`src/traverse_pkg.sv`:
```
// constants shared by the traverse frequency superimposer and its helpers
// assumes a single 25 MHz clock; frequencies are plain unsigned codes
package traverse_pkg;

   // clock and time base
   localparam int CLK_PERIOD_NS  = 40;
   localparam int TIME_UNIT_NS   = 10_000_000;   // setting unit 0.01 s
   localparam int UNIT_CYCLES    = TIME_UNIT_NS / CLK_PERIOD_NS;
   localparam int PCT_DIVISOR    = 10000;        // setting unit 0.01 %

   // operating modes
   localparam logic [1:0] MODE_OFF    = 2'h0;
   localparam logic [1:0] MODE_MASTER = 2'h1;
   localparam logic [1:0] MODE_SLAVE  = 2'h2;

   // setting ranges, in setting units
   localparam logic [14:0] TIME_MIN = 15'h0001;  // 0.01 s
   localparam logic [14:0] TIME_MAX = 15'h7d00;  // 320.00 s
   localparam logic [12:0] PCT_MIN  = 13'h0001;  // 0.01 %
   localparam logic [12:0] PCT_MAX  = 13'h1388;  // 50.00 %

   // reset values
   localparam logic [14:0] ACC_RST  = 15'h01f4;  // 5 s
   localparam logic [14:0] DEC_RST  = 15'h01f4;  // 5 s
   localparam logic [12:0] AMP_RST  = 13'h03e8;  // 10 %
   localparam logic [12:0] STEP_RST = 13'h0001;  // 0.01 %
   localparam logic [1:0]  SEL_RST  = 2'h0;

   // register byte offsets
   localparam logic [7:0] OFS_MODE   = 8'h00;
   localparam logic [7:0] OFS_ACC    = 8'h04;
   localparam logic [7:0] OFS_DEC    = 8'h08;
   localparam logic [7:0] OFS_AMP    = 8'h0c;
   localparam logic [7:0] OFS_STEP   = 8'h10;
   localparam logic [7:0] OFS_HSSEL  = 8'h14;
   localparam logic [7:0] OFS_FMIN   = 8'h18;
   localparam logic [7:0] OFS_FMAX   = 8'h1c;
   localparam logic [7:0] OFS_STATUS = 8'h20;
   localparam logic [7:0] OFS_OFFSET = 8'h24;

   // status field positions
   localparam int STAT_ACTIVE = 0;
   localparam int STAT_DIRUP  = 1;
   localparam int STAT_HOLD   = 2;
   localparam int STAT_HSOUT  = 3;
   localparam int STAT_WAIT   = 4;

endpackage

```
`src/pct_scale.sv`:
```
// scales a frequency code by a percentage given in 0.01 % units
// assumes pct never exceeds 50.00 %, so the result fits the input width
`timescale 1ns/100ps

module pct_scale
#(
   parameter int FW = 24
)
(
   input  wire logic [FW-1:0] value,
   input  wire logic [12:0]   pct,
   output logic      [FW-1:0] scaled
);

   localparam logic [FW+12:0] DIV = (FW+13)'(traverse_pkg::PCT_DIVISOR);

   logic [FW+12:0] prod;

   always_comb
   begin
      prod   = (FW+13)'(value) * (FW+13)'(pct);
      scaled = FW'(prod / DIV);
   end

endmodule // pct_scale

```
`src/rate_stepper.sv`:
```
// error-accumulating pacer: emits incr ticks for every period cycles
// one tick per cycle at most, so very steep slopes saturate at clk rate
`timescale 1ns/100ps

module rate_stepper
#(
   parameter int IW = 24,
   parameter int PW = 34
)
(
   input  wire logic          clk,
   input  wire logic          rst_n,
   input  wire logic          run,
   input  wire logic [IW-1:0] incr,
   input  wire logic [PW-1:0] period,
   output logic               tick
);

   typedef struct packed {
      logic [PW:0] acc;
      logic        tick;
   } state_s;

   state_s q_r;
   state_s q_nxt;
   logic [PW:0] sum;

   always_comb
   begin
      q_nxt      = q_r;
      sum        = q_r.acc + (PW+1)'(incr);
      q_nxt.tick = 1'b0;
      if (!run)
         q_nxt.acc = '0;
      else if (sum >= {1'b0, period})
      begin
         q_nxt.acc  = sum - {1'b0, period};
         q_nxt.tick = 1'b1;
      end
      else
         q_nxt.acc = sum;
   end

   always_ff @(posedge clk)
   begin
      if (!rst_n)
         q_r <= '0;
      else
         q_r <= q_nxt;
   end

   assign tick = q_r.tick;

endmodule // rate_stepper

```
`src/traverse_superimposer.sv`:
```
// traverse frequency superimposer with a classic wishbone register slave
// assumes base_freq comes from the ordinary ramp generator and that all
// inputs are synchronous to clk
//
// Local design decisions: the register addresses and the Wishbone register port.
`timescale 1ns/100ps

// What this block does
// [RL1] while enabled a triangle offset rides on the output frequency, its rising and falling slopes set by the traverse accel and decel times.
// [RL2] as master the offset ramps linearly to the amplitude limit (0.01..50.00 %, reset 10 %) and then turns round.
// [RL3] each turn-round applies an immediate proportional step (0.01..50.00 %, reset 0.01 %) to the offset.
// [RL4] a master reports each change of direction by switching its handshake line.
// [RL5] as slave the offset moves with the master's slope magnitude but the opposite sign.
// [RL6] a slave that reaches the limit before a handshake switch holds its offset until the switch comes.
// [RL7] a slave that sees a handshake switch before the limit turns round at once.
// [RL8] mode 0 is off, 1 is master and 2 is slave.
// [RL9] traversing starts only once the reference frequency is first reached; until then the ordinary ramps drive the output.
// [RL10] while traversing the traverse accel and decel times (0.01..320.00 s, reset 5 s) pace the slopes.
// [RL11] while traversing the output is clamped between the minimum and maximum frequency.
// [RL12] traverse settings cannot be changed while traversing is in progress.
// [RL13] a selector picks which input carries the incoming handshake.
// [RL14] the traverse output is added to the reference frequency value; the code adds it to base_freq, the ramp output.
// [RL15] amplitude limit and step are percentages of the reference frequency.
// [RL16] the handshake is a level toggled once per turn-round, each change counted as one switch event.
module traverse_superimposer
#(
   parameter int FW          = 24,
   parameter int HS_N        = 4,
   parameter int UNIT_CYCLES = traverse_pkg::UNIT_CYCLES
)
(
   input  wire logic          clk,
   input  wire logic          rst_n,
   input  wire logic          wb_cyc_i,
   input  wire logic          wb_stb_i,
   input  wire logic          wb_we_i,
   input  wire logic [7:0]    wb_adr_i,
   input  wire logic [3:0]    wb_sel_i,
   input  wire logic [31:0]   wb_dat_i,
   output logic      [31:0]   wb_dat_o,
   output logic               wb_ack_o,
   input  wire logic          run,
   input  wire logic [FW-1:0] ref_freq,
   input  wire logic [FW-1:0] base_freq,
   input  wire logic [HS_N-1:0] hs_src,
   output logic               hs_out,
   output logic               traverse_active,
   output logic [FW:0]        traverse_out,
   output logic [FW-1:0]      freq_out
);

   localparam int PW = 34;

   generate
      if (FW < 8 || FW > 31 || HS_N < 1 || HS_N > 4 || UNIT_CYCLES < 1)
         $error("traverse_superimposer: unsupported parameter values");
   endgenerate

   typedef enum logic [1:0] {ST_IDLE, ST_WAIT_REF, ST_TRAVERSE} state_e;

   typedef struct packed {
      state_e             st;
      logic               dir_up;
      logic               hold;
      logic               hs_out;
      logic               hs_prev;
      logic signed [FW:0] offset;
      logic [1:0]         mode;
      logic [14:0]        acc_t;
      logic [14:0]        dec_t;
      logic [12:0]        amp_p;
      logic [12:0]        step_p;
      logic [1:0]         hs_sel;
      logic [FW-1:0]      fmin;
      logic [FW-1:0]      fmax;
      logic [FW-1:0]      fout;
      logic               ack;
      logic [31:0]        rdata;
   } state_s;

   state_s q_r;
   state_s q_nxt;

   logic [FW-1:0] amp_abs;
   logic [FW-1:0] step_abs;
   logic          tick;
   logic [PW-1:0] period;
   logic          hs_lvl;
   logic          hs_evt;
   logic          req;
   logic [31:0]   wd;
   logic signed [FW+1:0] amp_s;
   logic signed [FW+1:0] step_s;
   logic signed [FW+1:0] off_w;
   logic signed [FW+1:0] sum;

   function automatic logic [31:0] merge(input logic [31:0] old_v,
                                         input logic [31:0] new_v,
                                         input logic [3:0]  sel);
      logic [31:0] r;
      r = old_v;
      for (int i = 0; i < 4; i++)
         if (sel[i])
            r[i*8 +: 8] = new_v[i*8 +: 8];
      return r;
   endfunction

   function automatic logic [31:0] lim(input logic [31:0] v,
                                       input logic [31:0] lo,
                                       input logic [31:0] hi);
      if (v < lo)
         return lo;
      else if (v > hi)
         return hi;
      return v;
   endfunction

   function automatic logic [31:0] reg_val(input state_s s,
                                           input logic [7:0] adr);
      logic [31:0] r;
      r = '0;
      unique case (adr)
         traverse_pkg::OFS_MODE:   r = 32'(s.mode);
         traverse_pkg::OFS_ACC:    r = 32'(s.acc_t);
         traverse_pkg::OFS_DEC:    r = 32'(s.dec_t);
         traverse_pkg::OFS_AMP:    r = 32'(s.amp_p);
         traverse_pkg::OFS_STEP:   r = 32'(s.step_p);
         traverse_pkg::OFS_HSSEL:  r = 32'(s.hs_sel);
         traverse_pkg::OFS_FMIN:   r = 32'(s.fmin);
         traverse_pkg::OFS_FMAX:   r = 32'(s.fmax);
         traverse_pkg::OFS_STATUS:
         begin
            r[traverse_pkg::STAT_ACTIVE] = (s.st == ST_TRAVERSE);
            r[traverse_pkg::STAT_DIRUP]  = s.dir_up;
            r[traverse_pkg::STAT_HOLD]   = s.hold;
            r[traverse_pkg::STAT_HSOUT]  = s.hs_out;
            r[traverse_pkg::STAT_WAIT]   = (s.st == ST_WAIT_REF);
         end
         traverse_pkg::OFS_OFFSET: r = 32'(signed'(s.offset));
         default:                  r = '0;
      endcase
      return r;
   endfunction

   // limits follow the reference so the triangle scales with speed
   pct_scale #(.FW(FW)) u_amp
   (
      .value  (ref_freq),
      .pct    (q_r.amp_p),
      .scaled (amp_abs)
   ); // [RL15]

   pct_scale #(.FW(FW)) u_step
   (
      .value  (ref_freq),
      .pct    (q_r.step_p),
      .scaled (step_abs)
   ); // [RL15]

   // rising slope paced by accel time, falling by decel time
   assign period = q_r.dir_up ? PW'(q_r.acc_t) * PW'(UNIT_CYCLES)
                              : PW'(q_r.dec_t) * PW'(UNIT_CYCLES); // [RL10]

   rate_stepper #(.IW(FW), .PW(PW)) u_pace
   (
      .clk    (clk),
      .rst_n  (rst_n),
      .run    (q_r.st == ST_TRAVERSE && !q_r.hold),
      .incr   (amp_abs),
      .period (period),
      .tick   (tick)
   ); // [RL1]

   assign hs_lvl = hs_src[q_r.hs_sel];                   // [RL13]
   assign hs_evt = (hs_lvl != q_r.hs_prev);               // [RL16]
   assign req    = wb_cyc_i && wb_stb_i && !q_r.ack;
   assign wd     = merge(reg_val(q_r, wb_adr_i), wb_dat_i, wb_sel_i);

   always_comb
   begin
      q_nxt   = q_r;
      amp_s   = signed'({2'b00, amp_abs});
      step_s  = signed'({2'b00, step_abs});
      off_w   = (FW+2)'(q_r.offset);
      sum     = signed'({2'b00, base_freq}) + off_w;
      q_nxt.hs_prev = hs_lvl;
      q_nxt.ack     = req;
      q_nxt.rdata   = q_r.rdata;

      unique case (q_r.st)
         ST_IDLE:
         begin
            q_nxt.offset = '0;
            q_nxt.hold   = 1'b0;
            if (run && q_r.mode != traverse_pkg::MODE_OFF)   // [RL8]
               q_nxt.st = ST_WAIT_REF;
         end
         ST_WAIT_REF:
         begin
            if (!run || q_r.mode == traverse_pkg::MODE_OFF)
               q_nxt.st = ST_IDLE;
            else if (base_freq == ref_freq)                  // [RL9]
            begin
               q_nxt.st     = ST_TRAVERSE;
               q_nxt.offset = '0;
               // slave starts against the master's first slope
               q_nxt.dir_up = (q_r.mode == traverse_pkg::MODE_MASTER); // [RL5]
            end
         end
         ST_TRAVERSE:
         begin
            if (!run)
               q_nxt.st = ST_IDLE;
            else if (q_r.mode == traverse_pkg::MODE_MASTER)
            begin
               if (q_r.dir_up && off_w >= amp_s)                // [RL2]
               begin
                  q_nxt.dir_up = 1'b0;
                  q_nxt.offset = (FW+1)'(amp_s - step_s);       // [RL3]
                  q_nxt.hs_out = ~q_r.hs_out;                   // [RL4]
               end
               else if (!q_r.dir_up && off_w <= -amp_s)         // [RL2]
               begin
                  q_nxt.dir_up = 1'b1;
                  q_nxt.offset = (FW+1)'(step_s - amp_s);       // [RL3]
                  q_nxt.hs_out = ~q_r.hs_out;                   // [RL4]
               end
               else if (tick)
                  q_nxt.offset = q_r.dir_up ? q_r.offset + 1'b1
                                            : q_r.offset - 1'b1; // [RL1]
            end
            else
            begin
               if (hs_evt)                                      // [RL7]
               begin
                  q_nxt.dir_up = ~q_r.dir_up;
                  q_nxt.hold   = 1'b0;
                  q_nxt.offset = q_r.dir_up ? (FW+1)'(off_w - step_s)
                                            : (FW+1)'(off_w + step_s); // [RL3]
               end
               else if ((q_r.dir_up && off_w >= amp_s) ||
                        (!q_r.dir_up && off_w <= -amp_s))
                  q_nxt.hold = 1'b1;                            // [RL6]
               else if (tick)
                  q_nxt.offset = q_r.dir_up ? q_r.offset + 1'b1
                                            : q_r.offset - 1'b1; // [RL5]
            end
         end
         default:
            q_nxt.st = ST_IDLE;
      endcase

      // output: reference path plus offset, clamped only while traversing
      if (q_r.st != ST_TRAVERSE)
         q_nxt.fout = base_freq;                                // [RL9]
      else if (sum < signed'({2'b00, q_r.fmin}))
         q_nxt.fout = q_r.fmin;                                 // [RL11]
      else if (sum > signed'({2'b00, q_r.fmax}))
         q_nxt.fout = q_r.fmax;                                 // [RL11]
      else
         q_nxt.fout = FW'(sum);                                 // [RL14]

      // register access; writes land on the edge that raises ack
      if (req && !wb_we_i)
         q_nxt.rdata = reg_val(q_r, wb_adr_i);
      if (req && wb_we_i)
      begin
         if (q_r.st != ST_TRAVERSE)                             // [RL12]
         begin
            unique case (wb_adr_i)
               traverse_pkg::OFS_MODE:
                  if (wd[1:0] != 2'h3)
                     q_nxt.mode = wd[1:0];                      // [RL8]
               traverse_pkg::OFS_ACC:
                  q_nxt.acc_t = 15'(lim(wd, 32'(traverse_pkg::TIME_MIN),
                                        32'(traverse_pkg::TIME_MAX)));
               traverse_pkg::OFS_DEC:
                  q_nxt.dec_t = 15'(lim(wd, 32'(traverse_pkg::TIME_MIN),
                                        32'(traverse_pkg::TIME_MAX)));
               traverse_pkg::OFS_AMP:
                  q_nxt.amp_p = 13'(lim(wd, 32'(traverse_pkg::PCT_MIN),
                                        32'(traverse_pkg::PCT_MAX)));
               traverse_pkg::OFS_STEP:
                  q_nxt.step_p = 13'(lim(wd, 32'(traverse_pkg::PCT_MIN),
                                         32'(traverse_pkg::PCT_MAX)));
               traverse_pkg::OFS_HSSEL:
                  q_nxt.hs_sel = wd[1:0];                       // [RL13]
               default:
                  q_nxt.hs_sel = q_r.hs_sel;
            endcase
         end
         // frequency limits stay writable at any time
         if (wb_adr_i == traverse_pkg::OFS_FMIN)
            q_nxt.fmin = wd[FW-1:0];
         if (wb_adr_i == traverse_pkg::OFS_FMAX)
            q_nxt.fmax = wd[FW-1:0];
      end
      // an out-of-range selector would pick an absent input
      if (int'(q_nxt.hs_sel) >= HS_N)
         q_nxt.hs_sel = q_r.hs_sel;
   end

   always_ff @(posedge clk)
   begin
      if (!rst_n)
      begin
         q_r        <= '0;
         q_r.st     <= ST_IDLE;
         q_r.mode   <= traverse_pkg::MODE_OFF;
         q_r.acc_t  <= traverse_pkg::ACC_RST;
         q_r.dec_t  <= traverse_pkg::DEC_RST;
         q_r.amp_p  <= traverse_pkg::AMP_RST;
         q_r.step_p <= traverse_pkg::STEP_RST;
         q_r.hs_sel <= traverse_pkg::SEL_RST;
         q_r.fmax   <= '1;
      end
      else
         q_r <= q_nxt;
   end

   assign wb_dat_o        = q_r.rdata;
   assign wb_ack_o        = q_r.ack;
   assign hs_out          = q_r.hs_out;
   assign traverse_active = (q_r.st == ST_TRAVERSE);
   assign traverse_out    = q_r.offset;
   assign freq_out        = q_r.fout;

endmodule // traverse_superimposer

```
`config.mk`:
```
export PLATFORM = sky130hd
export DESIGN_NAME = traverse_superimposer
export DESIGN_NICKNAME = d
export VERILOG_FILES = /design/src/traverse_pkg.sv /design/src/pct_scale.sv /design/src/rate_stepper.sv /design/src/traverse_superimposer.sv
export SDC_FILE = /design/constraint.sdc
export NUM_CORES = 2
export LEC_CHECK = 0
export ABC_CLOCK_PERIOD_IN_PS = 49700
export BUFFER_PORTS_ARGS = -buffer_cell sky130_fd_sc_hd__buf_2
export CORE_ASPECT_RATIO = 0.8
export CORE_MARGIN = 2
export CORE_UTILIZATION = 50
export DETAILED_ROUTE_END_ITERATION = 8
export HOLD_SLACK_MARGIN = 0.12
export PLACE_DENSITY = 0.71
export SETUP_SLACK_MARGIN = 0.02
export SYNTH_ARGS = -nofsm -noshare
export SYNTH_HDL_FRONTEND = slang
export SYNTH_SLANG_ARGS = --single-unit
```
`constraint.sdc`:
```
create_clock -name clk -period 49.7 [get_ports clk]
set_input_delay 0 -clock clk [delete_from_list [all_inputs] [get_ports clk]]
set_output_delay 0 -clock clk [all_outputs]
set_load 0.1 [all_outputs]
```
==> metrics.cfg <==
[status]
outcome = finished, violations left
violations = max-capacitance violations, max-slew violations

[yosys]
syn-num-nets = 10100
synth.area.top_cells = fa_1, ha_1, dfxtp_1
yosysSeqAreaShare_pct = 6.61
synth_flop_cell = dfxtp_1
ys_warn_count = 0
synth_area_sq_um = 68100
synth_cell_types = 158
yosysTopAreaCell = fa_1
synthCells = 8759
synth_top_area_share_pct = 17.4
syn_area_per_cell_sq_um = 7.78
synth_edf_count = 0
ys_ff_latch = 225
async_flop_share_pct = 0

[detailed_routing]
drtPass1Iterations = 9
drtIter0Drc = 8126
viasPerCell = 6.39
drc = 0
ant_nets = 0
wl_per_cell_microns = 22.6
vias = 67000
routed_wl_mm = 237

[timing]
layout_min_cycle_time_ps = 43200
clock_skew_ps = 49.2
rsz0062_at_grt = no
fmax_mhz = 23.2
relSlewSlack_pct = -1.11
worstMarginPinSlew_ps = 1510
setup_viol = 0
timing.final.crit_share_pct = 86.9
hold_viol_final = 0
slew_viol_final = 6
setup_tns_ps = 0

[clock_network]
clockRootBuffer = clkbuf_16
h-tree-depth = 1
clock_path_buffers = 3
cts-resized-gates = 0
clk_pin_slew_ps = 70
clock-sinks = 225
insertion_delay_ps = 600
cts_tree = done
cts_buffers = 22

[setup_path]
cp-start-kind = flip-flop
end_kind = flip-flop
cp_slowest_cell = dfxtp_1
cpPeakStageDelay_ps = 1270
crit_fanout = 26
required_ps = 50140
worstSetupPathType = reg -> reg
crit_top_cell = a21oi_1
crit_arrival_ps = 43640

[global_routing]
grt_usage_pct = 33.0
antenna_found_initial = 9
grt_max_degree = 115
grt_pass1_wl_mm = 367
grt_pass1_vias = 63400
grt_overflow = 0

[place]
gp_congestion = 1.07
dp_hpwl_mm = 190
port_buffers = 185

[floorplan]
dieArea_sq_um = 139000
die_x_microns = 417
start_util_pct = 50.2
num_rows = 121
core_sq_um = 136000
fp.dieH_microns = 334
num_io_pins = 186

[finish]
multiInputGateArea_sq_um = 58200
areaGrowthSynthToFinish_pct = 4.80
drive_gt1_share_pct = 7.52
fillerInstances = 13000
regArea_sq_um = 4510
layout.nets = 10000

[hold_path]
hold_class = in -> reg

[run]
drv_cap = 1

path summary, 6_finish.rpt:
kind | start | end | slack [ps] | depth (start not counted)
max | q_r[126] | u_pace.q_r[5] | 6500 | 144
min | wb_dat_i[8] | q_r[115] | 160 | 4
max reg2reg | q_r[126] | u_pace.q_r[5] | 6500 | 144
min reg2reg | wb_dat_o[20] | wb_dat_o[20] | 500 | 2
cells in the final DEF (no fill, tap or decap), drive strengths merged, types with 72 or more instances in the layout:
cell type    instances
nand3              175
xor2               190
ha                 638
nand2b              77
a31oi               80
fa                 591
nor3               189
inv                837
nand4               80
a21oi              504
xnor2              390
a21o               220
o211ai             113
nor2b               91
dlygate4sd3         72
o21ai              429
o21bai             117
a211oi              91
dfxtp              225
buf                292
and2               392
mux2i              211
nand2             1007
nor2               517
synth_stat cells, types with 60 or more instances:
cell type,number
o211ai_1,108
nor2b_1,91
buf_4,100
nand4_1,80
nor3_1,181
buf_2,60
ha_1,638
nand3_1,170
and2_1,391
nor4_1,62
nor2_1,509
mux2i_1,205
a21oi_1,490
o21ai_0,361
fa_1,591
inv_1,809
a31oi_1,77
a211oi_1,78
nand2b_1,76
dfxtp_1,225
nand2_1,1002
xnor2_1,376
xor2_1,185
o21bai_1,113
clkbuf_1,288
a21o_1,219
critical path: cells and delay by family (launching register included):
kind	cells	cell delay, ps
AOI/OAI and AO/OA	64	17570
and+or+nand+nor	35	10740
adders and majority gates	10	4260
xor gates and xnor gates	9	3710
buffers and inverters	18	3040
muxes	8	2390
DFF	1	1270
per-layer routing:
metal,up-vias,track usage (%),part of all wire [%]
li1,30400,-,-
met1,32400,48.0,44
met2,3758,47.5,40
met3,420,9.23,13
met4,6,8.33,2.9
met5,-,0.242,0.028
state kept, by name, summed over array words and instances (netlist names):
register and count:
q_r 113, u_pace.q_r 35, traverse_out 25, wb_dat_o 25
freq_out 24, hs_out 1, u_pace.tick 1, wb_ack_o 1
metrics by stage:
stage	utilization (%)	cell area [sq um]	hold slack [ps]	setup WS, ps	std cells
global placement	51.5	69900	347	9370	10400
floorplan	-	68100	161	16080	8759
CTS	52.6	71400	121	7560	10500
detailed placement	51.5	69900	356	7730	10400
finish	52.6	71400	165	6500	10500
global route	52.6	71400	137	3600	10500
what timing repair did:
item | 4_1_cts | 5_1_grt
buffers inserted | 0 | 0
endpoints found under the setup margin | 0 | 0
endpoints found under the hold margin | 156 | 0
hold buffers | 72 | 0
kinds of logic after synthesis:
kind of cell | after synthesis | share of synthesized area (%)
AO/OA/AOI/OAI | 2250 | 23.4
flip-flops | 225 | 6.61
XOR/XNOR | 580 | 7.70
AND/OR/NAND/NOR | 2876 | 20.8
multiplexers | 261 | 4.00
adder cells (fa/ha/maj) | 1252 | 29.4
buffers and inverters | 1315 | 8.04
final cells by class:
class                           count  area share, %
Multi-Input combinational cell   7219           81.6
Sequential cell                   225           6.31
Inverter                          839           4.45
Timing Repair Buffer              364           3.44
Tap cell                         1783           3.13
Clock buffer                       30          0.898
Clock inverter                      7          0.195
Antenna cell                        9         0.0316
Power is not shown: default switching activity piles up to over one toggle a cycle in this logic, so the estimate is an artifact.
